$ cat src/rtl/dshf_consts.vh
// Purpose: Constants for the spread-spectrum header field block
// Assumes: Byte addresses on the control port, 8-bit registers
// Notes:   Codes reset to the usual header values
//
// Operation
// - SFD search time, eight bits, symbols
// - No SFD in time: back to acquisition
// - Two-bit selector picks transmitted code register
// - Upper six rate bits: plain storage
// - Service byte transmitted; keep it zero
// - Sixteen-bit transmit length from two bytes
// - Status top bits show detected rate
// - Bit five: carrier acquired, cleared unless enabled
// - Bit four: SFD found, cleared unless enabled
// - Bit three: signal field matched a code
// - Bit two: header CRC valid
// - Bit one: antenna at last good CRC
// - Status ignores writes, bit zero reads zero
// - Received service byte readable
// - Received length high byte readable
// - Received length low byte readable
`ifndef DSHF_CONSTS_VH
`define DSHF_CONSTS_VH

// Register byte addresses
`define DSHF_A_SFD_TMO   7'h3C
`define DSHF_A_CODE_1M   7'h40
`define DSHF_A_CODE_2M   7'h44
`define DSHF_A_CODE_5M5  7'h48
`define DSHF_A_CODE_11M  7'h4C
`define DSHF_A_TX_RATE   7'h50
`define DSHF_A_TX_SVC    7'h54
`define DSHF_A_TX_LEN_HI 7'h58
`define DSHF_A_TX_LEN_LO 7'h5C
`define DSHF_A_RX_FLAGS  7'h60
`define DSHF_A_RX_SVC    7'h64
`define DSHF_A_RX_LEN_HI 7'h68
`define DSHF_A_RX_LEN_LO 7'h6C

// Reset values
`define DSHF_R_SFD_TMO   8'h80
`define DSHF_R_CODE_1M   8'h0A
`define DSHF_R_CODE_2M   8'h14
`define DSHF_R_CODE_5M5  8'h37
`define DSHF_R_CODE_11M  8'h6E

// Rate field and status bit positions
`define DSHF_RATE_MSB    1
`define DSHF_F_RATE_MSB  7
`define DSHF_F_RATE_LSB  6
`define DSHF_F_ACQ       5
`define DSHF_F_SFD       4
`define DSHF_F_SIGOK     3
`define DSHF_F_CRCOK     2
`define DSHF_F_ANT_A     1

`endif

$ cat src/rtl/dshf_sfd_search_timeout.v
// Purpose: SFD search timer counting symbol periods
// Assumes: One tick per symbol from the demodulator
// Notes:   A load of zero expires on the first tick
`timescale 1ns/10ps
`default_nettype none
module dshf_sfd_search_timeout #(
	parameter W = 8
) (
	input  wire         clk_i,    // Clock
	input  wire         rst_i,    // Sync reset
	input  wire         start_i,  // Load and run
	input  wire         stop_i,   // Halt count
	input  wire         tick_i,   // Symbol tick
	input  wire [W-1:0] limit_i,  // Search length
	output reg          expire_o  // Timeout pulse
);
	reg [W-1:0] cnt_q;
	reg         run_q;

	always @(posedge clk_i) begin
		expire_o <= 1'b0;
		// Start beats stop: the load arrives while still in search
		if (rst_i || (stop_i && !start_i)) begin
			run_q <= 1'b0;
			cnt_q <= {W{1'b0}};
		end else if (start_i) begin
			run_q <= 1'b1;
			cnt_q <= limit_i;
		end else if (run_q && tick_i) begin
			if (cnt_q == {W{1'b0}}) begin
				run_q    <= 1'b0;
				expire_o <= 1'b1;
			end else begin
				cnt_q <= cnt_q - {{(W-1){1'b0}}, 1'b1};
			end
		end
	end
endmodule // dshf_sfd_search_timeout
`default_nettype wire

$ cat src/rtl/dshf_sig_classify.v
// Purpose: Classify a received signal byte against four codes
// Assumes: Codes are distinct; lowest rate wins on a tie
// Notes:   Result registered one cycle after the strobe
`timescale 1ns/10ps
`default_nettype none
module dshf_sig_classify (
	input  wire       clk_i,    // Clock
	input  wire       rst_i,    // Sync reset
	input  wire       stb_i,    // Signal byte valid
	input  wire [7:0] sig_i,    // Received byte
	input  wire [31:0] codes_i, // Codes, 1M in low byte
	output reg        done_o,   // Result pulse
	output reg        hit_o,    // Byte matched
	output reg  [1:0] rate_o    // Matched rate
);
	function [2:0] match;
		input [7:0]  s;
		input [31:0] c;
		integer      k;
		begin
			match = 3'h0;
			for (k = 3; k >= 0; k = k - 1)
				if (c[k*8 +: 8] == s)
					match = {1'b1, k[1:0]};
		end
	endfunction

	always @(posedge clk_i) begin
		if (rst_i) begin
			done_o <= 1'b0;
			hit_o  <= 1'b0;
			rate_o <= 2'h0;
		end else begin
			done_o <= stb_i;
			if (stb_i)
				{hit_o, rate_o} <= match(sig_i, codes_i);
		end
	end
endmodule // dshf_sig_classify
`default_nettype wire

$ cat src/rtl/dshf_top.v
// Purpose: Header field registers and receive header tracking
// Assumes: Parallel control port, header bytes from demodulator
// Notes:   Header bytes arrive signal, service, length lo, hi
`timescale 1ns/10ps
`default_nettype none
`include "dshf_consts.vh"
module dshf_top (
	input  wire       CLK_I,                  // 125 MHz clock
	input  wire       RST_I,                  // Sync reset, high
	// Control port
	input  wire [6:0] CTL_ADDR_I,             // Byte address
	input  wire       CTL_WR_I,               // Write strobe
	input  wire       CTL_RD_I,               // Read strobe
	input  wire [7:0] CTL_WDATA_I,            // Write data
	output reg  [7:0] CTL_RDATA_O,            // Read data
	output reg        CTL_RVALID_O,           // Read data valid
	// Receive side
	input  wire       RECEIVE_PATH_ENABLE_I,  // Receiver enabled
	input  wire       CARRIER_ACQ_I,          // Carrier acquired pulse
	input  wire       SYMBOL_TICK_I,          // Symbol period tick
	input  wire       SFD_FOUND_I,            // SFD detected pulse
	input  wire       HDR_BYTE_VLD_I,         // Header byte strobe
	input  wire [7:0] HDR_BYTE_I,             // Header byte
	input  wire       HDR_CRC_DONE_I,         // CRC checked pulse
	input  wire       HDR_CRC_OK_I,           // CRC result
	input  wire       ANTENNA_A_I,            // Antenna A in use
	input  wire       RX_END_I,               // Frame over pulse
	output reg        RX_ABORT_O,             // Back to acquisition
	output reg        RX_RATE_VLD_O,          // Payload rate known
	output reg  [1:0] RX_RATE_O,              // Payload rate
	// Transmit side
	input  wire       TX_HDR_START_I,         // Header start pulse
	output reg  [7:0] TX_SIGNAL_O,            // Signal field
	output reg  [7:0] TX_SERVICE_O,           // Service field
	output reg [15:0] TX_LENGTH_O             // Length in bits
);
	//----------------------------------------
	// Receive states
	//----------------------------------------
	localparam [1:0] ST_SEARCH = 2'h0;
	localparam [1:0] ST_SFD    = 2'h1;
	localparam [1:0] ST_HDR    = 2'h2;
	localparam [1:0] ST_DATA   = 2'h3;

	//----------------------------------------
	// Registers
	//----------------------------------------
	reg [7:0]  sfd_tmo_q;
	reg [31:0] codes_q;       // 1M, 2M, 5M5, 11M from low byte
	reg [7:0]  tx_rate_q;
	reg [7:0]  tx_svc_q;
	reg [7:0]  tx_len_hi_q;
	reg [7:0]  tx_len_lo_q;
	reg [1:0]  st_q;
	reg [1:0]  st_d;
	reg [1:0]  byte_ix_q;
	reg        hdr_full_q;    // Four header bytes taken
	reg [7:0]  sh_svc_q;      // Shadow fields during parse
	reg [7:0]  sh_len_lo_q;
	reg [7:0]  sh_len_hi_q;
	reg [7:0]  rx_svc_q;
	reg [7:0]  rx_len_lo_q;
	reg [7:0]  rx_len_hi_q;
	reg [1:0]  rx_rate_q;
	reg        f_sfd_q;
	reg        f_sig_q;
	reg        f_crc_q;
	reg        f_ant_q;
	reg [7:0]  rd_d;

	wire       tmo_expire;
	wire       cls_done;
	wire       cls_hit;
	wire [1:0] cls_rate;
	wire       en;
	wire       wr;
	wire       sig_stb;

	assign en      = RECEIVE_PATH_ENABLE_I;
	assign wr      = CTL_WR_I;
	assign sig_stb = (st_q == ST_HDR) && HDR_BYTE_VLD_I && (byte_ix_q == 2'h0);

	// Address match helper
	function sel;
		input [6:0] a;
		input [6:0] b;
		begin
			sel = (a == b);
		end
	endfunction

	//----------------------------------------
	// Helper blocks
	//----------------------------------------
	dshf_sfd_search_timeout #(
		.W(8)
	) u_tmr (
		.clk_i    (CLK_I),
		.rst_i    (RST_I),
		.start_i  (en && (st_q == ST_SEARCH) && CARRIER_ACQ_I),
		.stop_i   (!en || (st_q != ST_SFD) || SFD_FOUND_I),
		.tick_i   (SYMBOL_TICK_I),
		.limit_i  (sfd_tmo_q),
		.expire_o (tmo_expire)
	);

	dshf_sig_classify u_cls (
		.clk_i   (CLK_I),
		.rst_i   (RST_I),
		.stb_i   (sig_stb),
		.sig_i   (HDR_BYTE_I),
		.codes_i (codes_q),
		.done_o  (cls_done),
		.hit_o   (cls_hit),
		.rate_o  (cls_rate)
	);

	//----------------------------------------
	// Configuration writes
	//----------------------------------------
	// Status addresses are not decoded here, so writes there drop
	always @(posedge CLK_I) begin
		if (RST_I) begin
			sfd_tmo_q   <= `DSHF_R_SFD_TMO;
			codes_q     <= {`DSHF_R_CODE_11M, `DSHF_R_CODE_5M5,
			                `DSHF_R_CODE_2M, `DSHF_R_CODE_1M};
			tx_rate_q   <= 8'h00;
			tx_svc_q    <= 8'h00;
			tx_len_hi_q <= 8'h00;
			tx_len_lo_q <= 8'h00;
		end else if (wr) begin
			if (sel(CTL_ADDR_I, `DSHF_A_SFD_TMO))
				sfd_tmo_q <= CTL_WDATA_I;
			if (sel(CTL_ADDR_I, `DSHF_A_CODE_1M))
				codes_q[7:0] <= CTL_WDATA_I;
			if (sel(CTL_ADDR_I, `DSHF_A_CODE_2M))
				codes_q[15:8] <= CTL_WDATA_I;
			if (sel(CTL_ADDR_I, `DSHF_A_CODE_5M5))
				codes_q[23:16] <= CTL_WDATA_I;
			if (sel(CTL_ADDR_I, `DSHF_A_CODE_11M))
				codes_q[31:24] <= CTL_WDATA_I;
			if (sel(CTL_ADDR_I, `DSHF_A_TX_RATE))
				tx_rate_q <= CTL_WDATA_I;
			if (sel(CTL_ADDR_I, `DSHF_A_TX_SVC))
				tx_svc_q <= CTL_WDATA_I;
			if (sel(CTL_ADDR_I, `DSHF_A_TX_LEN_HI))
				tx_len_hi_q <= CTL_WDATA_I;
			if (sel(CTL_ADDR_I, `DSHF_A_TX_LEN_LO))
				tx_len_lo_q <= CTL_WDATA_I;
		end
	end

	//----------------------------------------
	// Transmit header fields
	//----------------------------------------
	// Sampled once per frame so mid-frame writes cannot tear it
	always @(posedge CLK_I) begin
		if (RST_I) begin
			TX_SIGNAL_O  <= 8'h00;
			TX_SERVICE_O <= 8'h00;
			TX_LENGTH_O  <= 16'h0000;
		end else if (TX_HDR_START_I) begin
			TX_SIGNAL_O  <= codes_q[tx_rate_q[`DSHF_RATE_MSB:0]*8 +: 8];
			TX_SERVICE_O <= tx_svc_q;
			TX_LENGTH_O  <= {tx_len_hi_q, tx_len_lo_q};
		end
	end

	//----------------------------------------
	// Receive header state machine
	//----------------------------------------
	always @* begin
		st_d = st_q;
		case (st_q)
			ST_SEARCH: begin
				if (CARRIER_ACQ_I)
					st_d = ST_SFD;
			end
			ST_SFD: begin
				if (tmo_expire)
					st_d = ST_SEARCH;
				else if (SFD_FOUND_I)
					st_d = ST_HDR;
			end
			ST_HDR: begin
				if (HDR_CRC_DONE_I)
					st_d = HDR_CRC_OK_I ? ST_DATA : ST_SEARCH;
			end
			ST_DATA: begin
				if (RX_END_I)
					st_d = ST_SEARCH;
			end
			default: st_d = ST_SEARCH;
		endcase
		if (!en)
			st_d = ST_SEARCH;
	end

	always @(posedge CLK_I) begin
		if (RST_I)
			st_q <= ST_SEARCH;
		else
			st_q <= st_d;
	end

	//----------------------------------------
	// Header byte capture
	//----------------------------------------
	// Fields land in shadows; bytes past the fourth are ignored
	always @(posedge CLK_I) begin
		if (RST_I) begin
			byte_ix_q   <= 2'h0;
			hdr_full_q  <= 1'b0;
			sh_svc_q    <= 8'h00;
			sh_len_lo_q <= 8'h00;
			sh_len_hi_q <= 8'h00;
		end else if (st_q != ST_HDR) begin
			byte_ix_q  <= 2'h0;
			hdr_full_q <= 1'b0;
		end else if (HDR_BYTE_VLD_I && !hdr_full_q) begin
			case (byte_ix_q)
				2'h1: sh_svc_q    <= HDR_BYTE_I;
				2'h2: sh_len_lo_q <= HDR_BYTE_I;
				2'h3: sh_len_hi_q <= HDR_BYTE_I;
				default: ;
			endcase
			if (byte_ix_q == 2'h3)
				hdr_full_q <= 1'b1;
			else
				byte_ix_q <= byte_ix_q + 2'h1;
		end
	end

	//----------------------------------------
	// Received field status
	//----------------------------------------
	// Commit on a good CRC only, so status shows whole headers
	always @(posedge CLK_I) begin
		if (RST_I) begin
			rx_svc_q    <= 8'h00;
			rx_len_lo_q <= 8'h00;
			rx_len_hi_q <= 8'h00;
			f_ant_q     <= 1'b0;
		end else if (en && st_q == ST_HDR && HDR_CRC_DONE_I && HDR_CRC_OK_I) begin
			rx_svc_q    <= sh_svc_q;
			rx_len_lo_q <= sh_len_lo_q;
			rx_len_hi_q <= sh_len_hi_q;
			f_ant_q     <= ANTENNA_A_I;
		end
	end

	//----------------------------------------
	// Receive flags
	//----------------------------------------
	// Hardware-set flags: a new SFD clears the previous header's
	always @(posedge CLK_I) begin
		if (RST_I) begin
			f_sfd_q   <= 1'b0;
			f_sig_q   <= 1'b0;
			f_crc_q   <= 1'b0;
			rx_rate_q <= 2'h0;
		end else if (!en) begin
			f_sfd_q <= 1'b0;
			f_sig_q <= 1'b0;
			f_crc_q <= 1'b0;
		end else begin
			if (st_q == ST_SFD && SFD_FOUND_I && !tmo_expire) begin
				f_sfd_q <= 1'b1;
				f_sig_q <= 1'b0;
				f_crc_q <= 1'b0;
			end else if (st_d == ST_SEARCH) begin
				f_sfd_q <= 1'b0;
			end
			if (cls_done && cls_hit) begin
				f_sig_q   <= 1'b1;
				rx_rate_q <= cls_rate;
			end
			if (st_q == ST_HDR && HDR_CRC_DONE_I && HDR_CRC_OK_I)
				f_crc_q <= 1'b1;
		end
	end

	//----------------------------------------
	// Rate and abort outputs
	//----------------------------------------
	// Rate is announced only for a header that passed CRC
	always @(posedge CLK_I) begin
		if (RST_I) begin
			RX_ABORT_O    <= 1'b0;
			RX_RATE_VLD_O <= 1'b0;
			RX_RATE_O     <= 2'h0;
		end else begin
			RX_ABORT_O    <= en && (st_q == ST_SFD) && tmo_expire;
			RX_RATE_VLD_O <= en && (st_d == ST_DATA) && f_sig_q;
			RX_RATE_O     <= rx_rate_q;
		end
	end

	//----------------------------------------
	// Read path
	//----------------------------------------
	always @* begin
		rd_d = 8'h00;
		case (CTL_ADDR_I)
			`DSHF_A_SFD_TMO:   rd_d = sfd_tmo_q;
			`DSHF_A_CODE_1M:   rd_d = codes_q[7:0];
			`DSHF_A_CODE_2M:   rd_d = codes_q[15:8];
			`DSHF_A_CODE_5M5:  rd_d = codes_q[23:16];
			`DSHF_A_CODE_11M:  rd_d = codes_q[31:24];
			`DSHF_A_TX_RATE:   rd_d = tx_rate_q;
			`DSHF_A_TX_SVC:    rd_d = tx_svc_q;
			`DSHF_A_TX_LEN_HI: rd_d = tx_len_hi_q;
			`DSHF_A_TX_LEN_LO: rd_d = tx_len_lo_q;
			`DSHF_A_RX_FLAGS: begin
				rd_d[`DSHF_F_RATE_MSB:`DSHF_F_RATE_LSB] = rx_rate_q;
				rd_d[`DSHF_F_ACQ]   = en && (st_q != ST_SEARCH);
				rd_d[`DSHF_F_SFD]   = f_sfd_q;
				rd_d[`DSHF_F_SIGOK] = f_sig_q;
				rd_d[`DSHF_F_CRCOK] = f_crc_q;
				rd_d[`DSHF_F_ANT_A] = f_ant_q;
				rd_d[0]             = 1'b0;
			end
			`DSHF_A_RX_SVC:    rd_d = rx_svc_q;
			`DSHF_A_RX_LEN_HI: rd_d = rx_len_hi_q;
			`DSHF_A_RX_LEN_LO: rd_d = rx_len_lo_q;
			default:           rd_d = 8'h00;
		endcase
	end

	// Read data registered; unmapped addresses answer zero
	always @(posedge CLK_I) begin
		if (RST_I) begin
			CTL_RDATA_O  <= 8'h00;
			CTL_RVALID_O <= 1'b0;
		end else begin
			CTL_RVALID_O <= CTL_RD_I;
			if (CTL_RD_I)
				CTL_RDATA_O <= rd_d;
		end
	end
endmodule // dshf_top
`default_nettype wire

$ cat config.mk
export PLATFORM = sky130hd
export DESIGN_NAME = dshf_top
export DESIGN_NICKNAME = d
export VERILOG_FILES = /design/src/rtl/dshf_sfd_search_timeout.v /design/src/rtl/dshf_sig_classify.v /design/src/rtl/dshf_top.v
export VERILOG_INCLUDE_DIRS = /design/src /design/src/rtl
export SDC_FILE = /design/constraint.sdc
export NUM_CORES = 1
export LEC_CHECK = 0
export BUFFER_PORTS_ARGS = -buffer_cell sky130_fd_sc_hd__buf_2
export CORE_ASPECT_RATIO = 1.25
export CORE_MARGIN = 1.5
export CORE_UTILIZATION = 30
export DETAILED_ROUTE_END_ITERATION = 12
export HOLD_SLACK_MARGIN = 0.02
export PLACE_DENSITY = 0.53
export SYNTH_ARGS = -nofsm -noshare
export SYNTH_HDL_FRONTEND = slang
export SYNTH_HIERARCHICAL = 1
export SYNTH_SLANG_ARGS = --single-unit
$ cat constraint.sdc
create_clock -name CLK_I -period 1.9 [get_ports CLK_I]
set_input_delay 0 -clock CLK_I [delete_from_list [all_inputs] [get_ports CLK_I]]
set_output_delay 0 -clock CLK_I [all_outputs]
set_load 0.03 [all_outputs]
# Yosys cells after proc, flatten, opt, wreduce, memory -nomap -nowiden
# Index checks and enable logic that the tools add are counted.
[word_totals] register_bits=190 in_bits=37 output_inout_bits=45 wordCells=153
[classes] n_addsub=2 n_eq_ne=27 n_shift=1 mux=25 bitwise_logic=4 n_reduce_logical=57
[ops] operator="$pmux W8 S13" n=1
[ops] operator="$eq A7 B7 Y1 const B" n=12
[ops] operator="$eq A8 B8 Y1" n=4
[ops] operator="$shiftx A32 B6 Y8" n=1
[ops] operator="$reduce_and A2 Y1" n=14
[ops] operator="$mux W8" n=3
[ops] operator="$logic_and A1 B1 Y1" n=20
[ops] operator="$mux W2" n=7
[ops] operator="$mux W3" n=4
[ops] operator="$reduce_bool A2 Y1" n=6
[ops] operator="$eq A2 B2 Y1 const B" n=5
[ops] operator="$mux W1" n=9
[ops] operator="$reduce_and A3 Y1" n=3
[ops] operator="$logic_not A8 Y1" n=1
[ops] operator="$pmux W2 S4" n=1
[ops] operator="$sub A8 B1 Y8 const B" n=1
[ops] operator="$eq A7 B6 Y1 const B" n=1
[ops] operator="$logic_not A2 Y1" n=3
[ops] operator="$eq A2 B1 Y1 const B" n=2
[ops] operator="$logic_not A1 Y1" n=4
[ops] operator="$ne A2 B1 Y1 const B" n=2
[ops] operator="$not A1 Y1" n=4
[ops] operator="$reduce_or A2 Y1" n=2
[ops] operator="$logic_or A1 B1 Y1" n=3
[ops] operator="other kinds (3)" n=3

# Depth between registers and ports, before layout
[depth] depth_word=7 depth_mapped=8 depth_no_buf=6

# Hierarchy
# The synthesis kept the hierarchy.
[modules_own_cells] mod="dshf_top" instances=1 cells_each=870 area_each_um2=7818.7 seq_area_each_um2=3523.4
[modules_own_cells] mod="dshf_sfd_search_timeout" instances=1 cells_each=69 area_each_um2=594.3 seq_area_each_um2=200.2
[modules_own_cells] mod="dshf_sig_classify" instances=1 cells_each=57 area_each_um2=506.7 seq_area_each_um2=80.1

# Least setup slack after synthesis
# OpenSTA, ideal clock, no wires.
[synth_path] kind="reg-to-reg" startpoint="register st_q[0]" endpoint="register u_tmr.cnt_q[1]" arrival_time_ps=1465 setup_slack_ps=313 stages_incl_launch_ff=7 n_path_buf=2 synth_period_minus_slack_ps=1587 path_cell_list="dfxtp_1 > buf_2 > nor2b_1 > nor3b_1 > clkbuf_1 > nor4b_1 > a311o_1"
[synth_via] elab_chain_cells=6
[synth_lines] element="from (decl)" line="dshf_top.v:54" rtl="reg [1:0] st_q;"
[synth_lines] element="from (signal assigned)" line="dshf_top.v:203" rtl="st_q <= st_d;"
[synth_lines] element="parallel branches: the longest is 6 deep, another holds $logic_not A2 Y1"
[synth_lines] element="to (signal assigned)" line="dshf_sfd_search_timeout.v:25" rtl="cnt_q <= {W{1'b0}};"
[synth_lines] element="to (signal assigned)" line="dshf_sfd_search_timeout.v:28" rtl="cnt_q <= limit_i;"
[synth_lines] element="to (signal assigned)" line="dshf_sfd_search_timeout.v:34" rtl="cnt_q <= cnt_q - {{(W-1){1'b0}}, 1'b1};"
[synth_lines] element="to (decl)" line="dshf_sfd_search_timeout.v:17" rtl="reg [W-1:0] cnt_q;"
# Parallel ways; which one is timed is not known.
# A chain may end at the register's enable or synchronous reset.

# Worst setup path after layout
[layout_path] startpoint="register st_q[0]" endpoint="register RX_RATE_VLD_O"
[layout_via] elab_chain_cells=7
[layout_lines] element="$mux W2" line="dshf_top.v:182" rtl="else if (SFD_FOUND_I)"
[layout_lines] element="$mux W2" line="dshf_top.v:180" rtl="if (tmo_expire)"
[layout_lines] element="$pmux W2 S4 (*)" line="dshf_top.v:174" rtl="case (st_q)"
[layout_lines] element="$mux W2 (*)" line="dshf_top.v:195" rtl="if (!en)"
[layout_lines] element="$eq A2 B2 Y1 (*)" line="dshf_top.v:294" rtl="RX_RATE_VLD_O <= en && (st_d == ST_DATA) && f_sig_q;"
[layout_lines] element="$logic_and A1 B1 Y1 (*) (2 in series)" line="dshf_top.v:294"
[layout_lines] element="to (signal assigned)" line="dshf_top.v:294"
[layout_lines] element="to (decl)" line="dshf_top.v:29" rtl="output reg RX_RATE_VLD_O,"
# Every way passes the cells marked *; elsewhere a longest branch is shown, timed or not.

==> reports/metrics.cfg <==
[timing]
finClkSkew_ns=0.00804
worstMarginPinSlew_ns=0.515
setup_viol=0
final.period_utilization_pct=93.1
min_period_ns=1.77
rsz0062_at_grt=no
drv_slew=0
setup_tns_ns=0
relSlewSlack_pct=65.6
hold_violations=0
fmax_mhz=566

[place]
placed_cell_area_mm2=0.00983
io_buffers=81
gp_congestion=0.924
dp_hpwl_mm=20.5

[logic_synthesis]
synth_nets=1039
muxShareOfSynthArea_pct=13.5
synthArstFlopShare_pct=0
synth_area_mm2=0.00892
synth-compound-area-share_pct=11.7
yosysWarnings=6
synth_adder_area_share_pct=0.842
synthSimpleGateAreaFrac_pct=23.0
postSynthAreaPerCell_um2=8.96
synth_edf_count=0
yosysUniqueCellTypes=72
synthXorXnorAreaFrac_pct=3.63
yosysSeqAreaShare_pct=42.6
ys.flop_type=dfxtp_1
synth_top_family_by_area=simple AND/OR/NAND/NOR gates
syn_inst=996
ys_ff_latch=190

[flow_run]
maxCapViolations=0

[drt]
routedLengthMet1_mm=11.7
drt-initial-drc-count=563
post_drt_wl_per_cell_um=18.2
drc_errors=0
wl_met2_mm=13.6
routed.top_layer=met4
drt_pass1_iterations=6
viasPerCell=5.03
routed-wl-met3_mm=1.09
postRouteAntennaNets=0
wl_mm=27.4
vias=7549

[final_layout]
largest_register_ffs=32
reg_top3=codes_q: 32 flops, TX_LENGTH_O: 16 flops
regMostFlops=codes_q
drive_above_1_share_pct=18.6
area_growth_pct=20.3
stdcell_area_mm2=0.0107
seqCellArea_mm2=0.00380
nFillCells=3044
nNetsFinal=1136
multi_input_area_mm2=0.00471

[die]
die_w_um=157
initial_core_util_pct=30.5
ioPinCount=82
num_rows=70
dieArea_mm2=0.0308
core_area_mm2=0.0293
die_height_um=196

[setup_path]
critPathLaunch=st_q[0]
critPathKind=flop to flop
rr_endpoint=RX_RATE_VLD_O
cp.required_ns=2.27
ff2ff_path_depth=6
cp-start-kind=flop
r2r-start=st_q[0]
cp_data_arrival_time_ns=2.14
crit_fanout=7
endpoint_kind=flop
rrSetupSlack_ns=0.13
crit_end=RX_RATE_VLD_O

[pwr]
finalPower_mw=8.34
irDropWorstVdd_uv=596
p_sw_mw=1.97
seq_power_share_pct=48.1
combPwrFrac_pct=7.1
swShare_pct=23.6
p_per_area_mw_per_mm2=777
leakagePower_nw=3.95
power.internal_mw=6.37
clock_power_share_pct=44.9

[clocking]
tritoncts=yes
cts.sinks=190
cts_buffer_depth=2
htreeDepth=4
cts_made_buffers=17
cts.clk_slew.worst_paths_ns=0.07
cts_root_buf=clkbuf_16
clock_latency_ns=0.44

[grt]
antenna_found_initial=1
grtUsageTotal_pct=18.2
grt_max_degree=103
grt_pass1_wl_mm=42.6
overflow=0
grt_pass1_vias=7335

[outcome]
status=completed

[hold_path]
hold_class=primary input to flop

==> cell usage in the layout, fill, tap and decap left out, types with 10 or more instances in the layout <==
master | netlist | routed
nand3_1 | 72 | 72
a21oi_1 | 86 | 85
buf_2 | 22 | 80
inv_1 | 14 | 14
mux2i_1 | 81 | 81
mux4_2 | 11 | 11
nor2_1 | 100 | 100
clkbuf_16 | 0 | 17
xor2_1 | 17 | 17
nand3b_1 | 10 | 10
o21ai_0 | 18 | 18
buf_4 | 8 | 39
mux2_2 | 13 | 13
xnor2_1 | 20 | 20
dfxtp_1 | 190 | 190
nand2_1 | 140 | 140
dlygate4sd3_1 | 0 | 28
a22oi_1 | 10 | 10
==> cells in the mapped netlist (all sizes together) (9+ instances only) <==
master | instances | share of area (%)
mux2 | 13 | 1.6
inv | 14 | 0.59
nand3 | 73 | 4.2
mux4 | 11 | 2.8
nand2 | 142 | 6.0
nand3b | 10 | 0.84
a21oi | 87 | 4.9
dfxtp | 190 | 43
buf | 35 | 2.5
xnor2 | 20 | 2.0
o21ai | 18 | 1.0
mux2i | 81 | 9.1
nor2b | 9 | 0.63
nor4 | 9 | 1.1
clkbuf | 38 | 1.6
nor2 | 104 | 4.7
xor2 | 17 | 1.7
a22oi | 10 | 0.84
==> power groups by stage <==
stage | clock [mW] | sequential [mW] | combinational (mW)
after global routing | 4.00 | 4.01 | 0.635
after floorplan | 0 | 4.11 | 0.333
after CTS | 3.86 | 4.01 | 0.590
after global placement | 0 | 4.10 | 0.547
after detailed placement | 0 | 4.10 | 0.548
final | 3.74 | 4.01 | 0.591
==> through the flow <==
| step | setup WS (ns) | hold WS (ns) | util [%] | std cells |
|---|---|---|---|---|
| 2_1_floorplan | 0.313 | 0.0757 | - | 996 |
| 3_5_place_dp | 0.223 | 0.270 | 33.6 | 1442 |
| 6_report | 0.132 | 0.0724 | 36.7 | 1502 |
| 5_1_grt | 0.0160 | 0.0687 | 36.7 | 1501 |
| 4_1_cts | 0.141 | 0.0319 | 36.7 | 1501 |
| 3_3_place_gp | 0.241 | 0.265 | 33.6 | 1442 |
==> layout make-up <==
type / instances / share of cell area (%)
diodes: 1 / 0.0233
clock buffers: 20 / 4.26
clock inverters: 11 / 1.47
inverters: 14 / 0.490
multi-input cells: 719 / 43.9
flip-flops and latches: 190 / 35.5
well taps: 396 / 4.62
repair buffers: 151 / 9.82
==> worst max-delay path, cell delays in order (launching register included) <==
cell and delay (ns):
dfxtp_1 0.34, buf_4 0.16, nand2_1 0.07, nand3_1 0.07
dlygate4sd3_1 0.57, a211oi_1 0.28, and3_1 0.21
==> worst min-delay path by stage <==
stage                 start           to  slack [ns]  depth (start not counted)
5_1_grt        HDR_CRC_OK_I      f_crc_q        0.07                          5
6_report       HDR_CRC_OK_I      f_crc_q        0.07                          5
4_1_cts        HDR_CRC_OK_I      f_crc_q        0.03                          5
3_5_place_dp    ANTENNA_A_I      f_ant_q        0.27                          3
3_3_place_gp    ANTENNA_A_I      f_ant_q        0.27                          3
2_1_floorplan         RST_I  u_cls/hit_o        0.08                          1
==> cells by family after synthesis <==
logic type,Yosys count
AO/OA/AOI/OAI,167
XOR/XNOR,37
adder cells (fa/ha/maj),6
buffers and inverters,87
flip-flops,190
multiplexers,105
AND/OR/NAND/NOR,404
==> metal layers <==
metal  vias to the layer above  track usage [%]
li1                       3692                -
met4                         0             8.74
met2                       217             31.5
met1                      3580             21.6
met5                         -                0
met3                        60             2.94
==> timing repair <==
item / in CTS / in global routing
endpoints found under the setup margin: 0 / 1
setup buffers: 0 / 0
hold buffers: 28 / 0
gates resized for setup: 0 / 1
hold endpoints to repair: 107 / 0
(Power assumes the default switching activity.)
